File: config.mk
export PLATFORM = sky130hd
export DESIGN_NAME = spg_port
export DESIGN_NICKNAME = d
export VERILOG_FILES = /design/src/verilog/spg_pkg.sv /design/src/verilog/spg_port.sv /design/src/verilog/spg_sync.sv
export SDC_FILE = /design/constraint.sdc
export NUM_CORES = 1
export LEC_CHECK = 0
export ABC_CLOCK_PERIOD_IN_PS = 3420
export BUFFER_PORTS_ARGS = -buffer_cell sky130_fd_sc_hd__buf_4
export CORE_AREA = 3 3 112 168
export CTS_BUF_LIST = sky130_fd_sc_hd__clkbuf_4 sky130_fd_sc_hd__clkbuf_8
export CTS_CLUSTER_DIAMETER = 80
export DETAILED_ROUTE_END_ITERATION = 7
export DIE_AREA = 0 0 115 171
export PLACE_DENSITY = 0.51
export SYNTH_ARGS = -nofsm -noshare
export SYNTH_HDL_FRONTEND = slang
export SYNTH_SLANG_ARGS = --single-unit
export TNS_END_PERCENT = 100
File: constraint.sdc
create_clock -name ref_clk -period 3.42 [get_ports ref_clk]
set_input_delay 0.342 -clock ref_clk [delete_from_list [all_inputs] [get_ports ref_clk]]
set_output_delay 0.342 -clock ref_clk [all_outputs]
set_load 0.05 [all_outputs]
File: src/verilog/spg_pkg.sv
package spg_pkg;
  localparam logic [7:0] OFF_CFG_A = 8'h73;
  localparam logic [7:0] OFF_CFG_B = 8'h74;
  localparam logic [7:0] OFF_LEVEL = 8'h75;
  localparam logic [7:0] OFF_DIR = 8'h76;
  localparam logic [7:0] OFF_EN = 8'h77;
  localparam logic [7:0] OFF_SET = 8'h78;
  localparam logic [7:0] OFF_CLEAR = 8'h79;
  localparam logic [7:0] OFF_INV = 8'h7a;
  localparam logic [7:0] OFF_SRST = 8'h80;
  localparam logic [7:0] SRST_KEY = 8'h63;
  localparam logic [7:0] RST_BYTE = 8'h00;
  localparam logic [7:0] RD_UNMAPPED = 8'h00;

  typedef struct packed {
    logic wr;
    logic rd;
    logic [7:0] addr;
    logic [7:0] wdata;
  } spg_req_t;

  typedef struct packed {
    logic [7:0] o;
    logic [7:0] oe;
    logic [7:0] pu;
    logic [7:0] pd;
  } spg_pad_t;
endpackage : spg_pkg

File: src/verilog/spg_port.sv
// Functional notes
// RULE1 - bits 7..0 map to pins eleven..four
// RULE2 - disabled pin stays high impedance
// RULE3 - input: 00 plain, 10 pulldown, 11 pullup
// RULE4 - output: 00 pushpull, 11 high-side, 10 low-side
// RULE5 - control pair 01 behaves as 00
// RULE6 - electrode selection overrides port enable; code applies it only in run mode
// RULE7 - reset leaves all pins disabled
// RULE8 - control writes accepted in any mode
// RULE9 - enabled output drives its level bit
// RULE10 - output changes wait for conversion done; code holds them only while charging
// RULE11 - output pins read stored bit
// RULE12 - input pins read latched pin level
// RULE13 - level writes stored for input pins
// RULE14 - set clear invert touch only one-bits
// RULE15 - set clear invert read level register
// RULE16 - key 0x63 at 0x80 soft resets
// RULE17 - inputs pass two-stage synchroniser
module spg_port (
  input wire logic ref_clk,
  input wire logic rst_b,
  input wire spg_pkg::spg_req_t req,
  output logic [7:0] rdata,
  output logic rvalid,
  input wire logic [7:0] electrode_sel,
  input wire logic run_mode,
  input wire logic charging,
  input wire logic conv_done,
  input wire logic [7:0] pin_i,
  output spg_pkg::spg_pad_t pad
);
  import spg_pkg::*;

  logic [7:0] cfg_a_q, cfg_b_q, level_q, dir_q, en_q;
  logic [7:0] drive_q;
  logic [7:0] pin_s;
  logic [7:0] pin_lat_q;
  logic soft_rst_q;
  logic [7:0] act;
  spg_pad_t pad_d;

  function automatic logic [7:0] rd_mux(input logic [7:0] a);
    case (a)
      OFF_CFG_A: rd_mux = cfg_a_q;
      OFF_CFG_B: rd_mux = cfg_b_q;
      OFF_DIR: rd_mux = dir_q;
      OFF_EN: rd_mux = en_q;
      OFF_LEVEL, OFF_SET, OFF_CLEAR, OFF_INV:
        rd_mux = (dir_q & level_q) | (~dir_q & pin_lat_q); // [RULE11] [RULE12] [RULE15]
      default: rd_mux = RD_UNMAPPED;
    endcase
  endfunction : rd_mux

  ////////////////////////////////////////////////////////////////
  spg_sync u_sync (
    .ref_clk(ref_clk),
    .rst_b(rst_b),
    .d(pin_i),
    .q(pin_s)
  );

  // soft reset strobe
  always_ff @(posedge ref_clk or negedge rst_b) begin
    if (!rst_b) begin
      soft_rst_q <= 1'b0;
    end else begin
      soft_rst_q <= req.wr && req.addr == OFF_SRST && req.wdata == SRST_KEY; // [RULE16]
    end
  end

  // config registers, writable in any mode
  always_ff @(posedge ref_clk or negedge rst_b) begin
    if (!rst_b) begin
      cfg_a_q <= RST_BYTE;
      cfg_b_q <= RST_BYTE;
      dir_q <= RST_BYTE;
      en_q <= RST_BYTE; // [RULE7]
    end else if (soft_rst_q) begin
      cfg_a_q <= RST_BYTE; // [RULE16]
      cfg_b_q <= RST_BYTE;
      dir_q <= RST_BYTE;
      en_q <= RST_BYTE;
    end else if (req.wr) begin
      case (req.addr) // [RULE8]
        OFF_CFG_A: cfg_a_q <= req.wdata;
        OFF_CFG_B: cfg_b_q <= req.wdata;
        OFF_DIR: dir_q <= req.wdata;
        OFF_EN: en_q <= req.wdata;
        default: ;
      endcase
    end
  end

  // level register with atomic updates
  always_ff @(posedge ref_clk or negedge rst_b) begin
    if (!rst_b) begin
      level_q <= RST_BYTE;
    end else if (soft_rst_q) begin
      level_q <= RST_BYTE;
    end else if (req.wr) begin
      case (req.addr)
        OFF_LEVEL: level_q <= req.wdata; // [RULE13]
        OFF_SET: level_q <= level_q | req.wdata; // [RULE14]
        OFF_CLEAR: level_q <= level_q & ~req.wdata; // [RULE14]
        OFF_INV: level_q <= level_q ^ req.wdata; // [RULE14]
        default: ;
      endcase
    end
  end

  // drive level held during charging until conversion done
  always_ff @(posedge ref_clk or negedge rst_b) begin
    if (!rst_b) begin
      drive_q <= RST_BYTE;
    end else if (soft_rst_q) begin
      drive_q <= RST_BYTE;
    end else if (!charging || conv_done) begin
      drive_q <= level_q; // [RULE10] [RULE9]
    end
  end

  // input latch
  always_ff @(posedge ref_clk or negedge rst_b) begin
    if (!rst_b) begin
      pin_lat_q <= RST_BYTE;
    end else begin
      pin_lat_q <= pin_s; // [RULE17]
    end
  end

  // read port
  always_ff @(posedge ref_clk or negedge rst_b) begin
    if (!rst_b) begin
      rdata <= RST_BYTE;
      rvalid <= 1'b0;
    end else begin
      rvalid <= req.rd;
      if (req.rd) begin
        rdata <= rd_mux(req.addr);
      end
    end
  end

  ////////////////////////////////////////////////////////////////
  // pin function decode, bit i is pin i+4
  assign act = en_q & ~(electrode_sel & {8{run_mode}}); // [RULE2] [RULE6] [RULE1]

  always_comb begin
    pad_d = '0;
    for (int i = 0; i < 8; i++) begin
      if (act[i] && !dir_q[i]) begin
        pad_d.pd[i] = cfg_a_q[i] && !cfg_b_q[i]; // [RULE3] [RULE5]
        pad_d.pu[i] = cfg_a_q[i] && cfg_b_q[i]; // [RULE3]
      end else if (act[i]) begin
        pad_d.o[i] = drive_q[i]; // [RULE9]
        if (cfg_a_q[i] && cfg_b_q[i]) begin
          pad_d.oe[i] = drive_q[i]; // [RULE4]
        end else if (cfg_a_q[i]) begin
          pad_d.oe[i] = !drive_q[i]; // [RULE4]
        end else begin
          pad_d.oe[i] = 1'b1; // [RULE4] [RULE5]
        end
      end
    end
  end

  always_ff @(posedge ref_clk or negedge rst_b) begin
    if (!rst_b) begin
      pad <= '0; // [RULE7]
    end else begin
      pad <= pad_d;
    end
  end

  ////////////////////////////////////////////////////////////////
  AST_DISABLED_HIZ: assert property ( // [RULE2]
    @(posedge ref_clk) disable iff (!rst_b)
    (en_q == 8'h00) |=> ((pad.oe | pad.pu | pad.pd) == 8'h00))
    else $error("disabled pin driven");

  AST_ELECTRODE_WINS: assert property ( // [RULE6]
    @(posedge ref_clk) disable iff (!rst_b)
    run_mode |=> (((pad.oe | pad.pu | pad.pd) & $past(electrode_sel)) == 8'h00))
    else $error("electrode pin driven");

  AST_PUSHPULL: assert property ( // [RULE4]
    @(posedge ref_clk) disable iff (!rst_b)
    (act[0] && dir_q[0] && !cfg_a_q[0]) |=> pad.oe[0])
    else $error("push-pull not enabled");

  AST_SET: assert property ( // [RULE14]
    @(posedge ref_clk) disable iff (!rst_b || soft_rst_q)
    req.wr && req.addr == OFF_SET |=> level_q == ($past(level_q) | $past(req.wdata)))
    else $error("set wrong");

  AST_CLEAR: assert property ( // [RULE14]
    @(posedge ref_clk) disable iff (!rst_b || soft_rst_q)
    req.wr && req.addr == OFF_CLEAR |=> level_q == ($past(level_q) & ~$past(req.wdata)))
    else $error("clear wrong");

  AST_INVERT: assert property ( // [RULE14]
    @(posedge ref_clk) disable iff (!rst_b || soft_rst_q)
    req.wr && req.addr == OFF_INV |=> level_q == ($past(level_q) ^ $past(req.wdata)))
    else $error("invert wrong");

  AST_LEVEL_WRITE: assert property ( // [RULE13]
    @(posedge ref_clk) disable iff (!rst_b || soft_rst_q)
    req.wr && req.addr == OFF_LEVEL |=> level_q == $past(req.wdata))
    else $error("level write lost");

  AST_CFG_A_WRITE: assert property ( // [RULE8]
    @(posedge ref_clk) disable iff (!rst_b || soft_rst_q)
    req.wr && req.addr == OFF_CFG_A |=> cfg_a_q == $past(req.wdata))
    else $error("config a write lost");

  AST_CFG_B_WRITE: assert property ( // [RULE8]
    @(posedge ref_clk) disable iff (!rst_b || soft_rst_q)
    req.wr && req.addr == OFF_CFG_B |=> cfg_b_q == $past(req.wdata))
    else $error("config b write lost");

  AST_DIR_WRITE: assert property ( // [RULE8]
    @(posedge ref_clk) disable iff (!rst_b || soft_rst_q)
    req.wr && req.addr == OFF_DIR |=> dir_q == $past(req.wdata))
    else $error("direction write lost");

  AST_EN_WRITE: assert property ( // [RULE8]
    @(posedge ref_clk) disable iff (!rst_b || soft_rst_q)
    req.wr && req.addr == OFF_EN |=> en_q == $past(req.wdata))
    else $error("enable write lost");

  AST_PLAIN_INPUT: assert property ( // [RULE3] [RULE5]
    @(posedge ref_clk) disable iff (!rst_b)
    act[1] && !dir_q[1] && !cfg_a_q[1] |=> !(pad.oe[1] || pad.pu[1] || pad.pd[1]))
    else $error("plain input not floating");

  AST_PULLDOWN: assert property ( // [RULE3]
    @(posedge ref_clk) disable iff (!rst_b)
    act[2] && !dir_q[2] && cfg_a_q[2] && !cfg_b_q[2] |=> pad.pd[2] && !pad.pu[2])
    else $error("pulldown missing");

  AST_PULLUP: assert property ( // [RULE3]
    @(posedge ref_clk) disable iff (!rst_b)
    act[3] && !dir_q[3] && cfg_a_q[3] && cfg_b_q[3] |=> pad.pu[3] && !pad.pd[3])
    else $error("pullup missing");

  AST_INPUT_NO_DRIVE: assert property ( // [RULE3]
    @(posedge ref_clk) disable iff (!rst_b)
    dir_q == 8'h00 |=> pad.oe == 8'h00)
    else $error("input pin driven");

  AST_HIGH_SIDE: assert property ( // [RULE4]
    @(posedge ref_clk) disable iff (!rst_b)
    act[7] && dir_q[7] && cfg_a_q[7] && cfg_b_q[7] |=> pad.oe[7] == $past(drive_q[7]))
    else $error("high-side drive wrong");

  AST_LOW_SIDE: assert property ( // [RULE4]
    @(posedge ref_clk) disable iff (!rst_b)
    act[6] && dir_q[6] && cfg_a_q[6] && !cfg_b_q[6] |=> pad.oe[6] == !$past(drive_q[6]))
    else $error("low-side drive wrong");

  AST_OPTION_01_OUT: assert property ( // [RULE5]
    @(posedge ref_clk) disable iff (!rst_b)
    act[5] && dir_q[5] && !cfg_a_q[5] && cfg_b_q[5] |=> pad.oe[5])
    else $error("pair 01 output not push-pull");

  AST_OPTION_01_IN: assert property ( // [RULE5]
    @(posedge ref_clk) disable iff (!rst_b)
    act[5] && !dir_q[5] && !cfg_a_q[5] && cfg_b_q[5] |=> !(pad.pu[5] || pad.pd[5]))
    else $error("pair 01 input has a pull");

  AST_OUTPUT_LEVEL: assert property ( // [RULE9]
    @(posedge ref_clk) disable iff (!rst_b)
    act[4] && dir_q[4] |=> pad.o[4] == $past(drive_q[4]))
    else $error("output level wrong");

  AST_HOLD_CHARGE: assert property ( // [RULE10]
    @(posedge ref_clk) disable iff (!rst_b || soft_rst_q)
    charging && !conv_done |=> $stable(drive_q))
    else $error("output moved while charging");

  AST_DRIVE_UPDATE: assert property ( // [RULE10] [RULE9]
    @(posedge ref_clk) disable iff (!rst_b || soft_rst_q)
    !charging || conv_done |=> drive_q == $past(level_q))
    else $error("output level not updated");

  AST_PULL_EXCLUSIVE: assert property ( // [RULE3]
    @(posedge ref_clk) disable iff (!rst_b)
    (pad.pu & pad.pd) == 8'h00)
    else $error("pullup and pulldown together");

  AST_DRIVE_NO_PULL: assert property ( // [RULE3] [RULE4]
    @(posedge ref_clk) disable iff (!rst_b)
    (pad.oe & (pad.pu | pad.pd)) == 8'h00)
    else $error("driven pin also pulled");

  AST_SOFT_RESET: assert property ( // [RULE16]
    @(posedge ref_clk) disable iff (!rst_b)
    req.wr && req.addr == OFF_SRST && req.wdata == SRST_KEY |=> ##1 en_q == 8'h00)
    else $error("soft reset missed");

  AST_KEY_ONLY: assert property ( // [RULE16]
    @(posedge ref_clk) disable iff (!rst_b)
    req.wr && req.addr == OFF_SRST && req.wdata != SRST_KEY |=> !soft_rst_q)
    else $error("soft reset without key");

  AST_SOFT_CLEARS: assert property ( // [RULE16]
    @(posedge ref_clk) disable iff (!rst_b)
    soft_rst_q |=> (level_q | drive_q | cfg_a_q | cfg_b_q | dir_q | en_q) == 8'h00)
    else $error("soft reset left state");

  AST_SOFT_PADS: assert property ( // [RULE7] [RULE16]
    @(posedge ref_clk) disable iff (!rst_b)
    soft_rst_q |=> ##1 ({pad.o, pad.oe, pad.pu, pad.pd} == 32'h0))
    else $error("pads active after soft reset");

  AST_READ_OUT: assert property ( // [RULE15]
    @(posedge ref_clk) disable iff (!rst_b)
    req.rd && req.addr == OFF_INV && dir_q == 8'hff |=> rdata == $past(level_q))
    else $error("read of output level wrong");

  AST_READ_SET: assert property ( // [RULE15]
    @(posedge ref_clk) disable iff (!rst_b)
    req.rd && req.addr == OFF_SET && dir_q == 8'hff |=> rdata == $past(level_q))
    else $error("read of set register wrong");

  AST_READ_CLEAR: assert property ( // [RULE15]
    @(posedge ref_clk) disable iff (!rst_b)
    req.rd && req.addr == OFF_CLEAR && dir_q == 8'hff |=> rdata == $past(level_q))
    else $error("read of clear register wrong");

  AST_READ_LEVEL_OUT: assert property ( // [RULE11]
    @(posedge ref_clk) disable iff (!rst_b)
    req.rd && req.addr == OFF_LEVEL && dir_q == 8'hff |=> rdata == $past(level_q))
    else $error("read of stored level wrong");

  AST_READ_IN: assert property ( // [RULE12]
    @(posedge ref_clk) disable iff (!rst_b)
    req.rd && req.addr == OFF_LEVEL && dir_q == 8'h00 |=> rdata == $past(pin_lat_q))
    else $error("read of input level wrong");

  AST_READ_ANSWER: assert property ( // [RULE11] [RULE12]
    @(posedge ref_clk) disable iff (!rst_b)
    req.rd |=> rvalid)
    else $error("read not answered");

  AST_LATCH_FOLLOWS: assert property ( // [RULE17]
    @(posedge ref_clk) disable iff (!rst_b)
    pin_lat_q == $past(pin_s))
    else $error("input latch lagging");

  COV_SOFT: cover property (@(posedge ref_clk) disable iff (!rst_b) soft_rst_q);
  COV_LED: cover property (@(posedge ref_clk) disable iff (!rst_b)
    act[7] && dir_q[7] && cfg_a_q[7] && cfg_b_q[7]);
  COV_PULLUP: cover property (@(posedge ref_clk) disable iff (!rst_b) pad.pu != 8'h00);
  COV_ELECTRODE: cover property (@(posedge ref_clk) disable iff (!rst_b)
    run_mode && ((electrode_sel & en_q) != 8'h00));
  COV_HOLD: cover property (@(posedge ref_clk) disable iff (!rst_b)
    charging && !conv_done && (drive_q != level_q));
endmodule : spg_port

File: src/verilog/spg_sync.sv
module spg_sync (
  input wire logic ref_clk,
  input wire logic rst_b,
  input wire logic [7:0] d,
  output logic [7:0] q
);
  import spg_pkg::*;
  logic [7:0] s1_q;

  // two-stage synchroniser
  always_ff @(posedge ref_clk or negedge rst_b) begin
    if (!rst_b) begin
      s1_q <= RST_BYTE;
      q <= RST_BYTE;
    end else begin
      s1_q <= d; // [RULE17]
      q <= s1_q; // [RULE17]
    end
  end
endmodule : spg_sync

* After elaboration in Yosys (flattened, before gate mapping) *
Index checks and enable logic that the tools add are counted.

operators by class
  eq/ne operators = 10
  bitwise operators = 11
  mux-type cells = 82
  reductions and logical operators = 65

operator list
  cell                                                             number
  8-bit two-way mux                                                16
  8-bit by 7-bit == test with 1-bit output, second input constant  9
  1-bit two-way mux                                                64
  8-bit bitwise AND                                                5
  8-bit case mux with 5 select lines                               1
  8-bit case mux with 4 select lines                               1
  1-bit logical AND                                                26
  1-bit logical NOT                                                25
  8-bit NOT                                                        3
  8-bit bitwise OR                                                 2
  2-bit nonzero test                                               6
  2-bit AND reduction                                              5
  8-bit == test, second input constant                             1
  8-bit bitwise XOR                                                1
  5-bit nonzero test                                               1
  4-bit OR reduction                                               1
  1-bit logical OR                                                 1

word-level totals
  bits of input ports = 39
  logic and storage cells = 184
  output and inout port bits = 41
  bits in registers = 114

* Longest topological paths before layout *
  word-level depth = 5
  depth in mapped cells = 7
  gate-level depth less buffers = 6

* By module *
A second synthesis with hierarchy kept.

second synthesis, totals
  cell total of the unflattened synthesis = 490
  area total of the unflattened synthesis = 5,442.7 µm²

modules (own cells, without submodules)
  module    area an instance (µm²)  times used  seq. area each (µm²)  cells an instance
  spg_port  5,042.3                 1           2,452.4               474
  spg_sync  400.4                   1           400.4                 16

* Least setup slack after synthesis *
Ideal clock, no wire load.

  kind = input port to flip-flop
  start = input req[15] in the netlist's numbering
  end = register level_q[6]
  buffers on the path = 1
  path slack = 1.822 ns
  stages = 5
  arrival = 1.460 ns
  data required time = 3.281 ns
  path through = nand4b_2 > or3_2 > clkbuf_1 > a22oi_1 > a211oi_1

between the ends
  longest elaborated chain between the ends = 4

RTL lines
  what                                      RTL line         source
  start, declared                           spg_port.sv:22   input wire spg_pkg::spg_req_t req,
  8-bit by 7-bit == test with 1-bit output  spg_port.sv:101  case (req.addr)
  8-bit case mux with 4 select lines        spg_port.sv:101
  8-bit two-way mux                         spg_port.sv:100  end else if (req.wr) begin
  8-bit two-way mux                         spg_port.sv:98   end else if (soft_rst_q) begin
  end signal, assigned                      spg_port.sv:102  OFF_LEVEL: level_q <= req.wdata;
  end signal, assigned                      spg_port.sv:103  OFF_SET: level_q <= level_q | req.wdata;
  end signal, assigned                      spg_port.sv:104  OFF_CLEAR: level_q <= level_q & ~req.wdata;
  end, declared                             spg_port.sv:34   logic [7:0] cfg_a_q, cfg_b_q, level_q, dir_q, en_q;

Several ways; a longest one is shown, not always the timed one. The select of a mux whose other input is x is not followed.
A chain may end at the register's enable or synchronous reset.

* Final worst setup path *
  start = input req[8] in the netlist's numbering
  end = register level_q[1]

Same word-level chain as after synthesis.

==> Implementation_results.wiki <==
{| class="wikitable"
! Metric !! Value
|-
| Status || completed
|-
| Number of vias per cell || 4.98
|-
| Adder-cell share of the synthesized area || 3.84%
|-
| Routed length per placed instance || 18.1 um
|-
| Most frequent standard cell in the layout excluding fill and tap cells || dfrtp_1
|-
| Worst slew margin relative to its limit || 35.7%
|-
| Launching point of the worst reg2reg path || level_q[7]
|-
| Post CTS Setup Buffer Count || 0
|-
| Kind of critical path || in2reg
|-
| YS warnings || 0
|-
| Weighted congestion at the end of routability-driven global placement || 0.795
|-
| Area of the die || 19700 sq um
|-
| Top library cells by usage in the layout, fill and taps aside || 114 x dfrtp_1, 84 x buf_4, 67 x nor2_1, 40 x mux2i_1, 23 x nand2_1
|-
| Summed negative setup slack over all endpoints || 0 ps
|-
| TritonCTS Buffers || 17
|-
| Worst hold margin || 99.1 ps
|-
| Overall routed net length || 13.9 mm
|-
| Crit path launch type || input pin
|-
| Launch point of the worst hold path || req[12]
|-
| Number of stages on the worst hold path || 2
|-
| Standard-cell rows || 59
|-
| Fraction of final layout cells sized beyond drive strength 1 || 24.9%
|-
| Number of endpoints with negative hold slack in the final report || 0
|-
| Final worst-path setup slack || 1630 ps
|-
| Pin count of the biggest net entering global routing || 61
|-
| PortBufs || 79
|-
| Proportion of synthesized area in mux cells || 9.40%
|-
| Area growth from synthesis to final layout || 25.5%
|-
| Clk Tree Root Cell || clkbuf_8
|-
| Area share of and/or/nand/nor cells after synthesis || 17.3%
|-
| Total global routing overflow || 0
|-
| Placed inst area || 6010 sq um
|-
| Sequential-to-total area share from yosys stat || 54.7%
|-
| Total nets after synthesis || 509
|-
| Dominant combinational cell family by area after synthesis || simple AND/OR/NAND/NOR gates
|-
| Initial detailed-routing violation count || 234
|-
| Number of max-slew violations in the final report || 0
|-
| Achievable frequency || 559 MHz
|-
| Clock Sinks || 114
|-
| Antenna diode instance count || 0
|-
| Path depth of the worst reg2reg path || 6
|-
| Worst EP required || 3760 ps
|-
| Start point of the critical path || req[8]
|-
| End of the worst register-to-register path || level_q[7]
|-
| Xor/xnor cell area share of the yosys netlist || 1.34%
|-
| Number of antenna violations at the first check in global routing || 0
|-
| Setup repair after global routing missed its margin || no
|-
| Post-place setup slack || 1170 ps
|-
| Syn avg cell area || 11.5 sq um
|-
| IR Drop Worst-Case VDD || 0.258 mV
|-
| Maximum buffer depth of the clock tree || 2
|-
| H-tree lvl count || 4
|-
| Flip-flop and latch count after synthesis || 114
|-
| Total via count in the routed design || 3842
|-
| Critical Path AT || 2130 ps
|-
| Transition time of the tightest slew-check pin || 965 ps
|-
| Worst Hold Class || in2reg
|-
| PostCTS Resize Cnt || 0
|-
| Y dimension of the die || 171 um
|-
| Hold worst-path end || soft_rst_q
|-
| Largest fanout on the critical path || 30
|-
| Power density cells || 504 nW/um^2
|-
| Half-perimeter wire length after detailed placement || 9.32 mm
|-
| Clock slew seen by the registers of the worst setup and hold paths || 70 ps
|-
| Number of global-route vias before repair || 3905
|-
| Drt first pass iters || 4
|-
| Total of max-cap violations || 0
|-
| Number of design rule violations left after detail routing || 0
|-
| Clock latency reported for the late side of the worst-skew pair || 430 ps
|-
| Worst-case clock skew || 7.41 ps
|-
| Count of endpoints failing setup in the final report || 0
|-
| Final clock period utilization by the worst path || 52.3%
|-
| Initial Utilization || 29.9%
|-
| Cell count after synthesis || 454
|-
| Register-to-register setup slack || 1930 ps
|-
| Routed Antenna Nets || 0
|-
| Core ar. || 17400 sq um
|-
| Wire length of the first global-routing pass || 22.0 mm
|-
| Synth unique cells || 47
|-
| Number of nets at the end of the flow || 600
|-
| Slowest CP cell || a2111oi_4
|-
| Number of placed I/O pins || 80
|-
| Cells along the critical path || buf_4, nand3b_4, a2111oi_4, nor2_1, a311oi_1
|-
| Cell area after synthesis || 5220 sq um
|-
| Static Leak || 0.00340 uW
|-
| Final std cell area, no fill || 6550 sq um
|-
| Worst Setup End Kind || flop
|-
| Width of the die || 115 um
|-
| Largest stage delay on the critical path || 910 ps
|-
| Number of buffers added to fix hold violations after cts || 9
|-
| Global-route usage over all layers || 14.8%
|-
| Post-route core utilization || 37.6%
|-
| CTS tree || yes
|-
| Crit path time final || 1790 ps
|-
| Post-synthesis compound-gate area fraction || 10.1%
|}
-- routing by layer --
| layer | GRT usage (%) | vias up | wire (um) |
|---|---|---|---|
| met5 | 0 | - | 0 |
| met4 | 6.54 | 0 | 267 |
| met3 | 3.86 | 23 | 783 |
| met2 | 24.3 | 116 | 7100 |
| met1 | 18.2 | 1917 | 5780 |
| li1 | - | 1786 | - |
-- critical path, delay by kind of cell --
kind	cells	cell delay, ps
compound gates	2	1180
buf+inv	1	360
simple gates	2	240
-- synth_stat cells, drive strengths merged --
| cell | n | area [sq um] |
|---|---|---|
| a211oi | 2 | 20.0 |
| mux2 | 8 | 90.1 |
| a311oi | 6 | 58.8 |
| buf | 8 | 53.8 |
| and2b | 1 | 8.76 |
| nor4 | 2 | 12.5 |
| o32ai | 1 | 8.76 |
| a32oi | 7 | 61.3 |
| nor2b | 5 | 31.3 |
| and2 | 2 | 12.5 |
| nand2b | 23 | 146 |
| nand4b | 1 | 15.0 |
| o2111ai | 1 | 8.76 |
| a31oi | 8 | 50.1 |
| nand2 | 23 | 86.3 |
| dfrtp | 114 | 2850 |
| clkinv | 1 | 3.75 |
| a2111oi | 1 | 27.5 |
| and4b | 9 | 90.1 |
| nand4 | 5 | 65.1 |
| or3 | 1 | 7.51 |
| nor2 | 69 | 264 |
| o21ai | 1 | 5.00 |
| clkbuf | 13 | 50.0 |
| nor4b | 1 | 8.76 |
| inv | 17 | 63.8 |
| and3 | 9 | 56.3 |
| a22oi | 9 | 67.6 |
| o2bb2ai | 8 | 70.1 |
| a21boi | 8 | 60.1 |
| xor2 | 8 | 70.1 |
| nand3b | 1 | 20.0 |
| a32o | 1 | 10.0 |
| a21oi | 16 | 80.1 |
| mux2i | 40 | 400 |
| nor4bb | 8 | 80.1 |
| ha | 16 | 200 |
-- power by group --
group | leakage (uW) | switching, uW | internal, uW
sequential | 0.00149 | 84.5 | 1430
clock | 0.000225 | 550 | 863
combinational | 0.00168 | 209 | 162
-- final cells by class --
class | instances | area, sq um
clock inverter | 10 | 155
fill | 1743 | 10900
inverter | 18 | 67.6
multi-input combinational | 301 | 2200
tap | 213 | 267
clock buffer | 22 | 290
timing repair buffer | 93 | 721
sequential | 114 | 2850
-- worst max path at each step --
stage | to | cells past startpoint
4_1_cts | level_q[1] | 5
6_report | level_q[1] | 5
2_1_floorplan | level_q[6] | 5
5_1_grt | level_q[1] | 5
3_3_place_gp | level_q[1] | 5
3_5_place_dp | level_q[1] | 5
-- state kept, by name (all words and copies together) (netlist names) --
name         cells
level_q          8
u_sync.s1_q      8
u_sync.q         8
cfg_a_q          8
rvalid           1
cfg_b_q          8
dir_q            8
drive_q          8
pad             32
en_q             8
soft_rst_q       1
rdata            8
pin_lat_q        8
-- kinds of logic (layout without fill, tap and decap cells) --
group,Yosys count,after routing
XOR/XNOR,8,8
AO/OA/AOI/OAI,69,69
flip-flops,114,114
multiplexers,48,48
AND/OR/NAND/NOR,160,160
adder cells (fa/ha/maj),16,16
buffers and inverters,39,143
-- metrics by stage --
| stage | cells | total power (uW) |
|---|---|---|
| after global routing | 771 | 3460 |
| after CTS | 771 | 3350 |
| final | 771 | 3300 |
| after detailed placement | 730 | 1910 |
| after global placement | 730 | 1890 |
| after floorplan | 454 | 1740 |
No activity file was read; power rests on OpenSTA's default activity.
